`config.mk`:
```
export PLATFORM = sky130hd
export DESIGN_NAME = led_matrix_config_fields
export DESIGN_NICKNAME = d
export VERILOG_FILES = /design/src/led_cfg_pkg.sv /design/src/geometry_decoder.sv /design/src/led_matrix_config_fields.sv
export VERILOG_INCLUDE_DIRS = /design/src /design/src/src
export SDC_FILE = /design/constraint.sdc
export NUM_CORES = 1
export LEC_CHECK = 0
export ABC_CLOCK_PERIOD_IN_PS = 3050
export BUFFER_PORTS_ARGS = -buffer_cell sky130_fd_sc_hd__buf_2
export CORE_ASPECT_RATIO = 1.75
export CORE_MARGIN = 2
export CORE_UTILIZATION = 45
export CTS_CLUSTER_DIAMETER = 60
export DETAILED_ROUTE_END_ITERATION = 10
export MAX_ROUTING_LAYER = met4
export PLACE_DENSITY = 0.7
export SYNTH_ARGS = -nofsm -noshare
export SYNTH_HDL_FRONTEND = slang
export SYNTH_SLANG_ARGS = --single-unit
```
`constraint.sdc`:
```
create_clock -name aclk -period 3.05 [get_ports aclk]
set_input_delay 0.305 -clock aclk [delete_from_list [all_inputs] [get_ports aclk]]
set_output_delay 0.305 -clock aclk [all_outputs]
set_load 0.05 [all_outputs]
```
`src/led_cfg_consts.svh`:
```
// Offsets, field positions, reset values and geometry tables of the LED matrix configuration block
`ifndef LED_CFG_CONSTS_SVH
`define LED_CFG_CONSTS_SVH

// ----------------------------------------------------------------
// Register byte offsets on the register bus
// ----------------------------------------------------------------
`define OFF_CFG2_LO 12'h000
`define OFF_CFG2_HI 12'h004
`define OFF_CFG3_LO 12'h008
`define OFF_CFG3_HI 12'h00c
`define OFF_GEOM_STATUS 12'h010

// ----------------------------------------------------------------
// Writable masks and reset images of the two 48-bit words
// ----------------------------------------------------------------
`define CFG2_WR_MASK 48'hbf80_0000_0000
`define CFG2_RESET 48'h3b80_0000_0000
`define CFG3_WR_MASK 48'h007f_ffff_ffbf
`define CFG3_RESET 48'h003b_7f7f_7f00

// ----------------------------------------------------------------
// Field positions, second configuration word
// ----------------------------------------------------------------
`define RED_NOISE_BIT 39
`define GREEN_NOISE_BIT 40
`define BLUE_NOISE_BIT 41
`define SUBP_CAP_BIT 42
`define GEOM_LSB 43
`define GEOM_MSB 45
`define CFG2_RSVD_BIT 46
`define PSAVE_BIT 47

// ----------------------------------------------------------------
// Field positions, third configuration word
// ----------------------------------------------------------------
`define RED_OPEN_LSB 0
`define RED_OPEN_MSB 1
`define GREEN_OPEN_LSB 2
`define GREEN_OPEN_MSB 3
`define BLUE_OPEN_LSB 4
`define BLUE_OPEN_MSB 5
`define CFG3_RSVD_BIT 6
`define READBACK_BIT 7
`define RED_LEVEL_LSB 8
`define RED_LEVEL_MSB 15
`define GREEN_LEVEL_LSB 16
`define GREEN_LEVEL_MSB 23
`define BLUE_LEVEL_LSB 24
`define BLUE_LEVEL_MSB 31
`define GLOBAL_LEVEL_LSB 32
`define GLOBAL_LEVEL_MSB 34
`define SHORT_RM_LSB 35
`define SHORT_RM_MSB 38

// ----------------------------------------------------------------
// Field reset values
// ----------------------------------------------------------------
`define NOISE_RESET 1'b1
`define GEOM_RESET 3'h7
`define LEVEL_RESET 8'h7f
`define GLOBAL_RESET 3'h3
`define SHORT_RM_RESET 4'h7
`define OPEN_RESET 2'h0

// ----------------------------------------------------------------
// Geometry status word layout
// ----------------------------------------------------------------
`define ST_ORDER_LSB 0
`define ST_LEN_LSB 8
`define ST_REV_LSB 12
`define ST_CODE_LSB 16

// ----------------------------------------------------------------
// Geometry codes and their decode (order: slot 0 in bits 1:0, 0-based device index)
// ----------------------------------------------------------------
`define GEOM_16X16 3'h0
`define GEOM_32X32 3'h1
`define GEOM_48X48_D123 3'h2
`define GEOM_48X48_D132 3'h3
`define GEOM_48X64_D123 3'h4
`define GEOM_48X64_D132 3'h5
`define GEOM_64X64_D1234 3'h6
`define GEOM_64X64_D1423 3'h7
`define ORDER_D1 8'h00
`define ORDER_D12 8'h04
`define ORDER_D123 8'h24
`define ORDER_D132 8'h18
`define ORDER_D1234 8'he4
`define ORDER_D1423 8'h9c
`define REV_NONE 4'h0
`define REV_D3 4'h4
`define REV_D34 4'hc

// ----------------------------------------------------------------
// Bus responses
// ----------------------------------------------------------------
`define RESP_OKAY 2'h0
`define RESP_SLVERR 2'h2

`endif

```
`src/led_cfg_pkg.sv`:
```
// Types shared by the LED matrix configuration block
package led_cfg_pkg;

    // Register selected by a bus address
    typedef enum logic [2:0] {
        IDX_CFG2_LO,
        IDX_CFG2_HI,
        IDX_CFG3_LO,
        IDX_CFG3_HI,
        IDX_GEOM,
        IDX_NONE
    } reg_index_t;

    // Whole state of the bus slave and configuration storage
    typedef struct packed {
        logic aw_held;
        logic [11:0] aw_addr;
        logic w_held;
        logic [31:0] w_data;
        logic [3:0] w_strb;
        logic b_valid;
        logic [1:0] b_resp;
        logic r_valid;
        logic [31:0] r_data;
        logic [1:0] r_resp;
        logic [47:0] cfg2;
        logic [47:0] cfg3;
    } slave_state_t;

    // Registered geometry decode
    typedef struct packed {
        logic [7:0] order;
        logic [2:0] length;
        logic [3:0] reversed;
    } geom_state_t;

endpackage

```
`src/geometry_decoder.sv`:
```
// Registered decode of the module geometry code into scan order, length and reversed devices
`timescale 1ns/1ps
`include "led_cfg_consts.svh"

module geometry_decoder (
    input wire logic aclk,
    input wire logic aresetn,
    input wire logic [2:0] geometry_code,
    output logic [7:0] scan_order,
    output logic [2:0] scan_length,
    output logic [3:0] reversed_devices
);

    led_cfg_pkg::geom_state_t g_reg;
    led_cfg_pkg::geom_state_t g_next;

    // ----------------------------------------------------------------
    // Decode table
    // ----------------------------------------------------------------
    // Every code is legal, so no default branch
    always_comb begin
        g_next = g_reg;
        unique case (geometry_code)
            `GEOM_16X16: g_next = '{order: `ORDER_D1, length: 3'h1, reversed: `REV_NONE};
            `GEOM_32X32: g_next = '{order: `ORDER_D12, length: 3'h2, reversed: `REV_NONE};
            `GEOM_48X48_D123: g_next = '{order: `ORDER_D123, length: 3'h3, reversed: `REV_D3};
            `GEOM_48X48_D132: g_next = '{order: `ORDER_D132, length: 3'h3, reversed: `REV_D3};
            `GEOM_48X64_D123: g_next = '{order: `ORDER_D123, length: 3'h3, reversed: `REV_D34};
            `GEOM_48X64_D132: g_next = '{order: `ORDER_D132, length: 3'h3, reversed: `REV_D34};
            // Ambiguous code: the four-device straight order is taken
            `GEOM_64X64_D1234: g_next = '{order: `ORDER_D1234, length: 3'h4, reversed: `REV_D34};
            `GEOM_64X64_D1423: g_next = '{order: `ORDER_D1423, length: 3'h4, reversed: `REV_D34};
        endcase
    end

    // Reset image matches the decode of the reset geometry code
    always_ff @(posedge aclk) begin
        if (!aresetn) begin
            g_reg <= '{order: `ORDER_D1423, length: 3'h4, reversed: `REV_D34};
        end else begin
            g_reg <= g_next;
        end
    end

    assign scan_order = g_reg.order;
    assign scan_length = g_reg.length;
    assign reversed_devices = g_reg.reversed;

endmodule

```
`src/led_matrix_config_fields.sv`:
```
// Configuration storage for an LED matrix driver with an AXI4-Lite register slave
`timescale 1ns/1ps
`include "led_cfg_consts.svh"

// Operation
// Green group immunity bit 40, resets to 1; 0 high, 1 low immunity.
// Blue group immunity bit 41, resets to 1; 0 high, 1 low immunity.
// Bit 42, reset 0, caps subperiod count at 256 when set.
// Geometry field bits 45-43, reset 111b; 000b 16x16, 001b 32x32.
// Codes 010b/011b: 48x48, third device reversed, orders 1-2-3 and 1-3-2.
// Codes 100b/101b: 48x64, devices 3,4 reversed, orders 1-2-3 and 1-3-2.
// Codes 110b/111b: 64x64, devices 3,4 reversed; 111b scans 1-4-2-3.
// Bit 47, reset 0, turns matrix power saving on.
// Bits 1-0, reset 00b, pick red open-load threshold.
// Bits 3-2, reset 00b, pick green open-load threshold.
// Bits 5-4, reset 00b, pick blue open-load threshold.
// Bit 7, reset 0, enables fault result readback.
// Red colour level bits 15-8, resets to 127.
// Green colour level bits 23-16, resets to 127.
// Blue colour level bits 31-24, resets to 127.
// Global brightness bits 34-32, resets to 3.
// Red group immunity bit 39, resets to 1; 0 high, 1 low immunity.
// Short removal level bits 38-35, resets to 0111b.
// Fields hold until rewritten or reset; reserved bits read zero.
module led_matrix_config_fields (
    input wire logic aclk,
    input wire logic aresetn,
    input wire logic [11:0] awaddr,
    input wire logic awvalid,
    output logic awready,
    input wire logic [31:0] wdata,
    input wire logic [3:0] wstrb,
    input wire logic wvalid,
    output logic wready,
    output logic [1:0] bresp,
    output logic bvalid,
    input wire logic bready,
    input wire logic [11:0] araddr,
    input wire logic arvalid,
    output logic arready,
    output logic [31:0] rdata,
    output logic [1:0] rresp,
    output logic rvalid,
    input wire logic rready,
    output logic red_group_noise_select,
    output logic green_group_noise_select,
    output logic blue_group_noise_select,
    output logic subperiod_cap_enable,
    output logic [2:0] module_geometry,
    output logic matrix_power_save_enable,
    output logic [1:0] red_open_threshold,
    output logic [1:0] green_open_threshold,
    output logic [1:0] blue_open_threshold,
    output logic fault_readback_enable,
    output logic [7:0] red_colour_level,
    output logic [7:0] green_colour_level,
    output logic [7:0] blue_colour_level,
    output logic [2:0] global_brightness_level,
    output logic [3:0] short_removal_level,
    output logic [7:0] scan_order,
    output logic [2:0] scan_length,
    output logic [3:0] reversed_devices
);

    localparam led_cfg_pkg::slave_state_t STATE_RESET = '{
        cfg2: `CFG2_RESET,
        cfg3: `CFG3_RESET,
        default: '0
    };

    led_cfg_pkg::slave_state_t s_reg;
    led_cfg_pkg::slave_state_t s_next;
    logic wr_commit;
    logic [31:0] geom_status;

    // ----------------------------------------------------------------
    // Helper functions
    // ----------------------------------------------------------------

    // Address to register index; shared by the read and write paths
    function automatic led_cfg_pkg::reg_index_t decode_index(input logic [11:0] addr);
        led_cfg_pkg::reg_index_t idx;
        case (addr)
            `OFF_CFG2_LO: idx = led_cfg_pkg::IDX_CFG2_LO;
            `OFF_CFG2_HI: idx = led_cfg_pkg::IDX_CFG2_HI;
            `OFF_CFG3_LO: idx = led_cfg_pkg::IDX_CFG3_LO;
            `OFF_CFG3_HI: idx = led_cfg_pkg::IDX_CFG3_HI;
            `OFF_GEOM_STATUS: idx = led_cfg_pkg::IDX_GEOM;
            default: idx = led_cfg_pkg::IDX_NONE;
        endcase
        return idx;
    endfunction

    // Merge one bus word into a 48-bit image under byte strobes.
    // The mask drops reserved bits, so they can never be set by software.
    function automatic logic [47:0] apply_word(
        input logic [47:0] img,
        input logic hi,
        input logic [31:0] data,
        input logic [3:0] strb,
        input logic [47:0] mask
    );
        logic [63:0] wide;
        wide = {16'h0000, img};
        for (int i = 0; i < 4; i++) begin
            if (strb[i]) begin
                wide[(hi ? 32 : 0) + 8 * i +: 8] = data[8 * i +: 8];
            end
        end
        return wide[47:0] & mask;
    endfunction

    // ----------------------------------------------------------------
    // Handshake outputs
    // ----------------------------------------------------------------
    // Address and data are held separately so either may arrive first;
    // neither is taken again until the response has been accepted.
    assign awready = !s_reg.aw_held && !s_reg.b_valid;
    assign wready = !s_reg.w_held && !s_reg.b_valid;
    assign arready = !s_reg.r_valid;
    assign wr_commit = s_reg.aw_held && s_reg.w_held && !s_reg.b_valid;

    // Read-only view of the registered geometry decode
    assign geom_status = {13'h0000, module_geometry, reversed_devices, 1'b0, scan_length, scan_order};

    // ----------------------------------------------------------------
    // Next-state logic
    // ----------------------------------------------------------------
    always_comb begin
        s_next = s_reg;
        // Capture write address and write data independently
        if (awvalid && awready) begin
            s_next.aw_held = 1'b1;
            s_next.aw_addr = awaddr;
        end
        if (wvalid && wready) begin
            s_next.w_held = 1'b1;
            s_next.w_data = wdata;
            s_next.w_strb = wstrb;
        end
        if (s_reg.b_valid && bready) begin
            s_next.b_valid = 1'b0;
        end
        // Commit once both halves are held; fields change only here
        if (wr_commit) begin
            s_next.aw_held = 1'b0;
            s_next.w_held = 1'b0;
            s_next.b_valid = 1'b1;
            s_next.b_resp = `RESP_OKAY;
            unique case (decode_index(s_reg.aw_addr))
                led_cfg_pkg::IDX_CFG2_LO: begin
                    s_next.cfg2 = apply_word(s_reg.cfg2, 1'b0, s_reg.w_data, s_reg.w_strb, `CFG2_WR_MASK);
                end
                led_cfg_pkg::IDX_CFG2_HI: begin
                    s_next.cfg2 = apply_word(s_reg.cfg2, 1'b1, s_reg.w_data, s_reg.w_strb, `CFG2_WR_MASK);
                end
                led_cfg_pkg::IDX_CFG3_LO: begin
                    s_next.cfg3 = apply_word(s_reg.cfg3, 1'b0, s_reg.w_data, s_reg.w_strb, `CFG3_WR_MASK);
                end
                led_cfg_pkg::IDX_CFG3_HI: begin
                    s_next.cfg3 = apply_word(s_reg.cfg3, 1'b1, s_reg.w_data, s_reg.w_strb, `CFG3_WR_MASK);
                end
                led_cfg_pkg::IDX_GEOM: begin
                    s_next.b_resp = `RESP_SLVERR; // Status is read-only
                end
                led_cfg_pkg::IDX_NONE: begin
                    s_next.b_resp = `RESP_SLVERR;
                end
            endcase
        end
        if (s_reg.r_valid && rready) begin
            s_next.r_valid = 1'b0;
        end
        // Read data is registered; upper halves carry word bits 47:32 in their low 16 bits, the rest read zero
        if (arvalid && arready) begin
            s_next.r_valid = 1'b1;
            s_next.r_resp = `RESP_OKAY;
            unique case (decode_index(araddr))
                led_cfg_pkg::IDX_CFG2_LO: s_next.r_data = s_reg.cfg2[31:0];
                led_cfg_pkg::IDX_CFG2_HI: s_next.r_data = {16'h0000, s_reg.cfg2[47:32]};
                led_cfg_pkg::IDX_CFG3_LO: s_next.r_data = s_reg.cfg3[31:0];
                led_cfg_pkg::IDX_CFG3_HI: s_next.r_data = {16'h0000, s_reg.cfg3[47:32]};
                led_cfg_pkg::IDX_GEOM: s_next.r_data = geom_status;
                led_cfg_pkg::IDX_NONE: begin
                    s_next.r_data = 32'h0000_0000;
                    s_next.r_resp = `RESP_SLVERR;
                end
            endcase
        end
    end

    // State register; reset loads documented field defaults
    always_ff @(posedge aclk) begin
        if (!aresetn) begin
            s_reg <= STATE_RESET;
        end else begin
            s_reg <= s_next;
        end
    end

    // ----------------------------------------------------------------
    // Bus answers
    // ----------------------------------------------------------------
    assign bvalid = s_reg.b_valid;
    assign bresp = s_reg.b_resp;
    assign rvalid = s_reg.r_valid;
    assign rdata = s_reg.r_data;
    assign rresp = s_reg.r_resp;

    // ----------------------------------------------------------------
    // Field outputs
    // ----------------------------------------------------------------
    // Second word: immunity, subperiod cap, geometry, power save
    assign red_group_noise_select = s_reg.cfg2[`RED_NOISE_BIT];
    assign green_group_noise_select = s_reg.cfg2[`GREEN_NOISE_BIT];
    assign blue_group_noise_select = s_reg.cfg2[`BLUE_NOISE_BIT];
    assign subperiod_cap_enable = s_reg.cfg2[`SUBP_CAP_BIT];
    assign module_geometry = s_reg.cfg2[`GEOM_MSB:`GEOM_LSB];
    assign matrix_power_save_enable = s_reg.cfg2[`PSAVE_BIT];

    // Third word: thresholds, readback, colour and global levels
    assign red_open_threshold = s_reg.cfg3[`RED_OPEN_MSB:`RED_OPEN_LSB];
    assign green_open_threshold = s_reg.cfg3[`GREEN_OPEN_MSB:`GREEN_OPEN_LSB];
    assign blue_open_threshold = s_reg.cfg3[`BLUE_OPEN_MSB:`BLUE_OPEN_LSB];
    assign fault_readback_enable = s_reg.cfg3[`READBACK_BIT];
    assign red_colour_level = s_reg.cfg3[`RED_LEVEL_MSB:`RED_LEVEL_LSB];
    assign green_colour_level = s_reg.cfg3[`GREEN_LEVEL_MSB:`GREEN_LEVEL_LSB];
    assign blue_colour_level = s_reg.cfg3[`BLUE_LEVEL_MSB:`BLUE_LEVEL_LSB];
    assign global_brightness_level = s_reg.cfg3[`GLOBAL_LEVEL_MSB:`GLOBAL_LEVEL_LSB];
    assign short_removal_level = s_reg.cfg3[`SHORT_RM_MSB:`SHORT_RM_LSB];

    // ----------------------------------------------------------------
    // Geometry decode
    // ----------------------------------------------------------------
    // Registered so the scan logic sees a clean value one cycle after the geometry field changes, two after the commit
    geometry_decoder geometry_decoder_i (
        .aclk(aclk),
        .aresetn(aresetn),
        .geometry_code(module_geometry),
        .scan_order(scan_order),
        .scan_length(scan_length),
        .reversed_devices(reversed_devices)
    );
endmodule

```
* Word level (Yosys, flattened, before mapping)
Memory sizes are Yosys's and may differ from the RTL's. A register that Yosys moved wholly into a read port is not among the register bits.
Index checks and enable logic that the tools add are counted.
** Word-level totals
- Flip-flop bits (word level) :: 196
- Output and inout bits :: 102
- Input port bits :: 67
- Memory bits (read-only) :: 88
- Word-level logic and storage cells :: 97
- Memories :: 1
** Memories
- (no name shown) :: depth 8, bits a word 11, read ports 1, clocked after memory_dff 1, write ports 0, RTL line geometry_decoder.sv:23 : unique case (geometry_code)
** Operators by class
- Equal/unequal tests :: 18
- Reduce and logical (&&, ||, !) cells :: 33
- Bitwise operators :: 4
- Muxes and demuxes :: 20
** Operators with widths (number)
- $pmux 32 s6 :: 1
- $pmux 48 s2 :: 2
- $eq 12x4->1 const B :: 4
- $mux 8 :: 6
- $mux 35 :: 1
- $pmux 3 s5 :: 2
- $reduce_and 4->1 :: 7
- $eq 12x3->1 const B :: 2
- $eq 12x5->1 const B :: 2
- $logic_not 12->1 :: 2
- $eq 3x2->1 const B :: 4
- $eq 3x3->1 const B :: 4
- $logic_and 1x1->1 :: 9
- $mux 3 :: 3
- $reduce_bool 2->1 :: 4
- $mux 7 :: 1
- $eq 3x1->1 const B :: 2
- $logic_not 3->1 :: 2
- $logic_not 1->1 :: 5
- $mux 2 :: 2
- $not 1->1 :: 4
- $reduce_and 2->1 :: 2
- $reduce_or 2->1 :: 2
- $mux 1 :: 2

* Longest topological paths before layout
Gate-level depths: netlist (run 1).
- Depth after elaboration :: 7
- Mapped depth :: 7
- Mapped depth without buffers :: 5

* Cells and area by module
From an unflattened synthesis (run 1), not the netlist that was laid out.
** Second synthesis, totals
- Cell total of the unflattened synthesis :: 723
- Area, all modules :: 6301.0 um2
** By module, submodules not included
- led_matrix_config_fields :: cells each 687, area an instance 5908.2 um2, seq. area each 2642.5 um2, times used 1
- geometry_decoder :: cells each 36, area an instance 392.9 um2, seq. area each 180.2 um2, times used 1

* Worst setup path before layout (run 1)
Ideal clock, no wire load.
- Kind :: register -> register
- Start :: register s_reg, in the netlist bvalid
- End :: register s_reg[137] in the netlist's numbering
- Clock period less this slack :: 2307 ps
- Setup time :: 76 ps
- Required time :: 2974 ps
- Slack :: 743 ps
- Cell stages (with the launch flop) :: 7
- Data arrival time :: 2231 ps
- Path through :: dfxtp_1 > nor2_1 > and2_1 > clkbuf_1 > clkbuf_1 > nand2_1 > a21boi_0
** On the way
- Word-level cells in the longest chain between the ends :: 3
** Ends and longest elaborated chain
- start: declaration :: RTL line led_matrix_config_fields.sv:71 : led_cfg_pkg::slave_state_t s_reg;
- start signal: assignment :: RTL line led_matrix_config_fields.sv:197 : s_reg <= s_next;
- $logic_not 1->1 :: RTL line led_matrix_config_fields.sv:119 : assign wready = !s_reg.w_held && !s_reg.b_valid;
- $logic_and 1x1->1 :: RTL line led_matrix_config_fields.sv:119
- net wready :: RTL line led_matrix_config_fields.sv:34 : output logic wready,
- $logic_and 1x1->1 :: RTL line led_matrix_config_fields.sv:136 : if (wvalid && wready) begin
The timed path passes the listed nets, and every way through them passes these cells.
A chain may end at the register's enable or synchronous reset.

==> results of run 1 <==
==> power breakdown <==
part / switching [mW] / leakage, nW / internal, mW
Sequential: 0.0370 / 1.15 / 1.89
Clock: 0.756 / 0.306 / 1.38
Combinational: 0.196 / 1.72 / 0.112
==> layout make-up <==
type,instances,area share
Sequential cell,141,0.388
Multi-Input combinational cell,447,0.371
Timing Repair Buffer,173,0.123
Clock buffer,19,0.0608
Tap cell,177,0.0304
Clock inverter,13,0.0235
Inverter,7,0.00361
==> per-layer routing <==
| layer | part of all wire | routed length [um] |
|---|---|---|
| met1 | 0.42 | 6020 |
| met2 | 0.50 | 7190 |
| met3 | 0.042 | 599 |
| met4 | 0.031 | 443 |
| met5 | 0 | 0 |
==> cells by family (layout without fill, tap and decap cells) <==
kind of cell,after synthesis,count (layout),synth area share
compound gates,158,158,0.171
simple gates,247,247,0.192
flops,141,141,0.447
fa+ha+maj,5,5,0.00991
other cells,1,6,0.000594
mux,31,31,0.0491
buf+inv,134,212,0.130
==> how the worst max path moves through the flow <==
stage | endpoint | slack, ns | depth (start not counted)
after floorplan | s_reg[137] | 0.74 | 6
after global placement | rdata[18] | 0.39 | 5
after detailed placement | rdata[16] | 0.36 | 5
after CTS | short_removal_level[2] | 0.66 | 4
after global routing | short_removal_level[2] | 0.56 | 4
final | short_removal_level[2] | 0.68 | 4
==> cell usage in the layout (no fill, tap or decap), types with 2 or more instances in the layout <==
cell type	Yosys	layout
bufinv_16	0	4
a21oi_1	32	32
nor2_1	6	6
buf_2	4	161
and2_1	2	2
or2_2	2	2
a32oi_1	4	4
clkinv_2	0	7
a22oi_1	9	9
ha_1	5	5
nand2b_1	8	8
o32ai_1	2	2
nand2_1	159	159
o21ai_2	9	9
mux2i_1	31	31
clkbuf_16	0	17
or4_1	3	3
a22o_1	16	16
nand3b_1	2	2
o21ai_0	25	25
nor3_1	2	2
conb_1	1	6
o21a_1	3	3
inv_1	7	7
o31ai_1	5	5
a21boi_0	51	51
nor2b_1	28	27
buf_4	82	12
nand4_1	2	2
dfxtp_1	141	141
or3_1	3	3
and3b_1	16	16
==> worst max-delay path, delay by kind of cell, from the launching register on <==
kind | cells | cell delay (ns)
simple gates | 3 | 1.75
flops | 1 | 0.30
mux | 1 | 0.24
==> through the flow <==
stage | util | cell area (um2) | setup WS, ns
final | 0.526 | 7280 | 0.678
after CTS | 0.526 | 7280 | 0.659
after floorplan | - | 6330 | 0.743
after global routing | 0.526 | 7280 | 0.564
after global placement | 0.482 | 6670 | 0.390
after detailed placement | 0.482 | 6670 | 0.359
==> summary.md, run 1 <==
| Metric | Value |
|---|---|
| Gr ovfl total | `0` |
| Total CTS buffers | `17` |
| Starting Density | `0.456` |
| Crit path launch | `s_reg[180]` |
| Critical Path Start Type | `flop` |
| Syn Area/Cell | `8.81 um2` |
| Largest net degree at the start of global routing | `70` |
| Share of layout cells above drive strength 1 | `0.279` |
| Vias per inst | `4.87` |
| Nets@finish | `859` |
| Max stage delay on crit path | `0.69 ns` |
| Port Buffers | `162` |
| Worst-skew pair later-pin latency | `0.41 ns` |
| Register area share after synthesis | `0.447` |
| Number of synthesized register bits | `141` |
| Detailed Place HPWL | `10,500 um` |
| Clock root buffer | `clkbuf_16` |
| Die height | `161 um` |
| Max FO, Critical Path | `7` |
| First-pass DRT Iterations | `4` |
| Slew Limit Fails | `0` |
| Cts hold-fix bufs | `0` |
| Cell Pwr Density | `601 nW/um2` |
| FFs w/ async S/R, synth | `0` |
| Commonest cells in the netlist | `159 x nand2_1, 141 x dfxtp_1, 82 x buf_4` |
| Drt drc | `0` |
| Syn Std Cell Area | `6310 um2` |
| Final TNS setup | `0 ns` |
| Register area | `2820 um2` |
| Post-CTS setup buffers | `0` |
| Slowest cell on crit path | `or4b_1` |
| YS warnings | `0` |
| Final hold violation count | `0` |
| Max reg flops | `50` |
| Hold/Removal Path Class | `in2reg` |
| Ys flop type | `dfxtp_1` |
| Fmax | `422 MHz` |
| FF-to-FF Start | `s_reg[180]` |
| Worst hold slack | `0.129 ns` |
| Top-count cell post-synth | `nand2_1` |
| DR WL/cell | `14.6 um` |
| Antenna violations before repair | `0` |
| Vias in the first global route | `4,565` |
| CP endpoint kind | `flop` |
| Post-synth EDFFs | `0` |
| TritonCTS clock tree | `built` |
| Cell taking the most area after synthesis | `dfxtp_1` |
| Total power | `4.37 mW` |
| Period utilization | `0.778` |
| CP Data Required Time | `3.39 ns` |
| Initial DRC count | `172` |
| Min-delay src | `arvalid` |
| Placer Congestion | `0.853` |
| ANT nets after route | `0` |
| Setup Crit Path Kind | `reg2reg` |
| Top Usage Layer GRT | `met2` |
| Core ar. | `13,800 um2` |
| Fill count | `1,379` |
| Min Tclk post-route | `2.37 ns` |
| Post-CTS resize count | `0` |
| Placed cell count | `945` |
| Cell Rows | `57` |
| Worst Reg-to-Reg Cells | `4` |
| Slew HR | `0.526` |
| Clk sink count | `141` |
| VDD IR max | `384 uV` |
| Worst Path Arrival | `2.71 ns` |
| Global-route usage over all layers | `0.200` |
| Routed vias | `4,761` |
| Die width | `93.5 um` |
| P&R area growth vs syn | `15.3%` |
| Outcome | `finished, final reports clean` |
| R2R setup slack | `0.68 ns` |
| CTS clk-pin slew, worst paths | `0.06 ns` |
| Yosys cell types | `47` |
| Largest cells by area after synthesis | `dfxtp_1 45%, buf_4 9.7%, nand2_1 9.5%, a21boi_0 6.1%, mux2i_1 4.9%` |
| Met2 usage | `0.328` |
| Critical R2R Capture | `short_removal_level[2]` |
| Met1 Use GR | `0.234` |
| GR Util met3 | `0.0413` |
| Die Area | `15,000 um2` |
| Worst-margin pin slew | `0.710 ns` |
| Leak | `3.17 nW` |
| First-pass GRT wire length | `23,000 um` |
| Hold endpoint | `rvalid` |
| Setup violators final | `0` |
| Synth Instances | `717` |
| Fin cells | `977` |
| Diode count | `0` |
| Crit path cell chain | `or4_1 > or4b_1 > nor2_2 > mux2i_1` |
| Multi-input logic area | `2700 um2` |
| WHS Path Cells | `2` |
| Max-cap violations | `0` |
| Ports | `169` |
| Clock skew | `0.00570 ns` |
| Clock tree buffer depth | `2` |
| RSZ-0062 raised after global routing | `no` |
| Area share of the leading cell type in the synthesized netlist | `0.447` |
| Htree depth | `4` |
| Total routed wirelength | `14,300 um` |
Power figures use the tool's default switching activity.
==> run 2, diff against run 1 <==
- ABC_CLOCK_PERIOD_IN_PS: 3050 -> 2200
- clock period: 3.05 -> 2.2 ns (I/O delays scaled with it)
==> run 2 against run 1 <==
Cell count increased by 1.0%. Worst hold slack got worse by 0.085 ns. Register-to-register slack got worse by 0.61 ns. Core utilization increased by 0.42 points.
==> summary.md, run 2 (synthesis gave the netlist of run 1 again) <==
| Metric | Value |
|---|---|
| Outcome | `finished, final reports clean (unchanged)` |
| Clock skew | `0.00708 ns (was 0.00570 ns)` |
| Pre-CTS WS | `-0.0742 ns (was 0.359 ns)` |
| Core ar. | `13,800 um2 (unchanged)` |
| Die Area | `15,000 um2 (unchanged)` |
| Final TNS setup | `0 ns (unchanged)` |
| Worst hold slack | `0.0437 ns (was 0.129 ns)` |
| Clock tree buffer depth | `2 (unchanged)` |
| Most frequent cells in the layout | `161 x buf_2, 158 x nand2_1, 141 x dfxtp_1, 51 x a21boi_0, 32 x a21oi_1 (was 161 x buf_2, 159 x nand2_1, 141 x dfxtp_1, 51 x a21boi_0, 32 x a21oi_1)` |
| Most common cell after layout, fill and taps aside | `buf_2 (unchanged)` |
| Min Tclk post-route | `2.13 ns (was 2.37 ns)` |
| Worst-skew pair later-pin latency | `0.41 ns (about the same)` |
| Die width | `93.5 um (unchanged)` |
| Final Worst Setup Slack | `0.0726 ns (was 0.678 ns)` |
| Detailed Place HPWL | `10,600 um (was 10,500 um)` |
| Fmax | `470 MHz (was 422 MHz)` |
| Bufs and invs on worst path | `2 (was 0)` |
| Max FO, Critical Path | `5 (was 7)` |
| CP endpoint kind | `flop (unchanged)` |
| Slew Limit Fails | `0 (unchanged)` |
| VDD IR max | `537 uV (was 384 uV)` |
| Cell Rows | `57 (unchanged)` |
| Hold/Removal Path Class | `in2reg (unchanged)` |
| Worst Path Arrival | `2.46 ns (was 2.71 ns)` |
| Slowest cell on crit path | `or4b_4 (was or4b_1)` |
| Clock root buffer | `clkbuf_16 (unchanged)` |
| Global-route usage over all layers | `0.201 (was 0.200)` |
| Setup Crit Path Kind | `reg2reg (unchanged)` |
| Total power | `5.73 mW (was 4.37 mW)` |
| Starting Density | `0.456 (unchanged)` |
| CP Data Required Time | `2.54 ns (was 3.39 ns)` |
| First-pass GRT wire length | `23,200 um (was 23,000 um)` |
| Htree depth | `4 (unchanged)` |
| Nets@finish | `869 (was 859)` |
| Max-cap violations | `0 (unchanged)` |
| TritonCTS clock tree | `built (unchanged)` |
| Share of layout cells above drive strength 1 | `0.294 (was 0.279)` |
| CTS clk-pin slew, worst paths | `0.06 ns (about the same)` |
| Crit path cell chain | `or4_4 > or4b_4 > buf_6 > nor3_2 > buf_4 > mux2i_1 (was or4_1 > or4b_1 > nor2_2 > mux2i_1)` |
| Met2 WL | `7250 um (was 7190 um)` |
| Routed wl met3 | `611 um (was 599 um)` |
| Drt drc | `0 (unchanged)` |
| Port Buffers | `162 (unchanged)` |
| Vias in the first global route | `4,651 (was 4,565)` |
| Period utilization | `0.967 (was 0.778)` |
| P&R area growth vs syn | `16.2% (was 15.3%)` |
| RSZ-0062 raised after global routing | `yes (was no)` |
| Cell family with most CP delay | `simple AND/OR/NAND/NOR gates (unchanged)` |
| Slew HR | `0.604 (was 0.526)` |
| Critical Path Start Type | `flop (unchanged)` |
| Leak | `3.20 nW (was 3.17 nW)` |
| Initial DRC count | `140 (was 172)` |
| Max reg flops | `50 (unchanged)` |
| Ports | `169 (unchanged)` |
| Total routed wirelength | `14,200 um (was 14,300 um)` |
| Placer Congestion | `0.831 (was 0.853)` |
| DR WL/cell | `14.4 um (was 14.6 um)` |
| Die height | `161 um (unchanged)` |
| Worst-margin pin slew | `0.593 ns (was 0.710 ns)` |
| Diode count | `0 (unchanged)` |
| Cts hold-fix bufs | `0 (unchanged)` |
| Gr ovfl total | `0 (unchanged)` |
| Antenna violations before repair | `0 (unchanged)` |
| Max stage delay on crit path | `0.57 ns (was 0.69 ns)` |
| Clk sink count | `141 (unchanged)` |
| ANT nets after route | `0 (unchanged)` |
| Setup violators final | `0 (unchanged)` |
| Routed vias | `4,804 (was 4,761)` |
| Metal-1 WL | `5960 um (was 6020 um)` |
| Vias per inst | `4.87 (about the same)` |
| DR top layer | `met4 (unchanged)` |
| Total CTS buffers | `17 (unchanged)` |
| First-pass DRT Iterations | `4 (unchanged)` |
| Largest net degree at the start of global routing | `70 (unchanged)` |
| Final hold violation count | `0 (unchanged)` |
| Cell Pwr Density | `781 nW/um2 (was 601 nW/um2)` |
| Fill count | `1,366 (was 1,379)` |
==> run 2: cell count changes in the layout (fill, tap and decap cells not counted), sizes merged <==
cell / change
clkinv: +1
buf: +10
clkinvlp: +1
clkbuf: +1
bufinv: -3
==> run 2: what timing repair did <==
item / 4_1_cts / 5_1_grt
setup buffers: 0 / 0
gates resized for setup: 3 / 5
setup endpoints to repair: 9 / 20
==> run 2: power by group <==
group | leakage, nW | total [mW] | internal (mW) | switching [mW]
Sequential | 1.15 | 2.67 | 2.62 | 0.0497
Combinational | 1.78 | 0.447 | 0.168 | 0.279
Clock | 0.269 | 2.61 | 1.57 | 1.04
==> run 2: final cells by class <==
class | count | area [um2] | share of cell area
Tap cell | 177 | 221 | 0.0302
Sequential cell | 141 | 2820 | 0.385
Clock buffer | 20 | 447 | 0.0609
Multi-Input combinational cell | 447 | 2720 | 0.371
Timing Repair Buffer | 183 | 1000 | 0.136
Clock inverter | 12 | 97.6 | 0.0133
Inverter | 7 | 26.3 | 0.00358
==> run 2: worst paths after layout <==
kind                    from                       to  slack [ns]  depth (start not counted)
setup / recovery  s_reg[172]  blue_group_noise_select        0.07                          6
hold / removal       arvalid                   rvalid        0.04                          2
setup reg to reg  s_reg[172]  blue_group_noise_select        0.07                          6
hold reg to reg     rdata[6]                 rdata[6]        0.44                          2
==> run 2: per-layer routing <==
metal | track usage | vias to the layer above
met5 | - | -
met4 | 0.0804 | 0
met3 | 0.0464 | 28
met2 | 0.333 | 114
met1 | 0.234 | 2174
li1 | - | 2488
==> run 2: metrics by stage <==
step / utilization / instances / cell area (um2)
floorplan: - / 722 / 6340
global placement: 0.489 / 955 / 6770
detailed placement: 0.489 / 955 / 6770
CTS: 0.529 / 987 / 7320
global route: 0.530 / 987 / 7340
finish: 0.530 / 987 / 7340
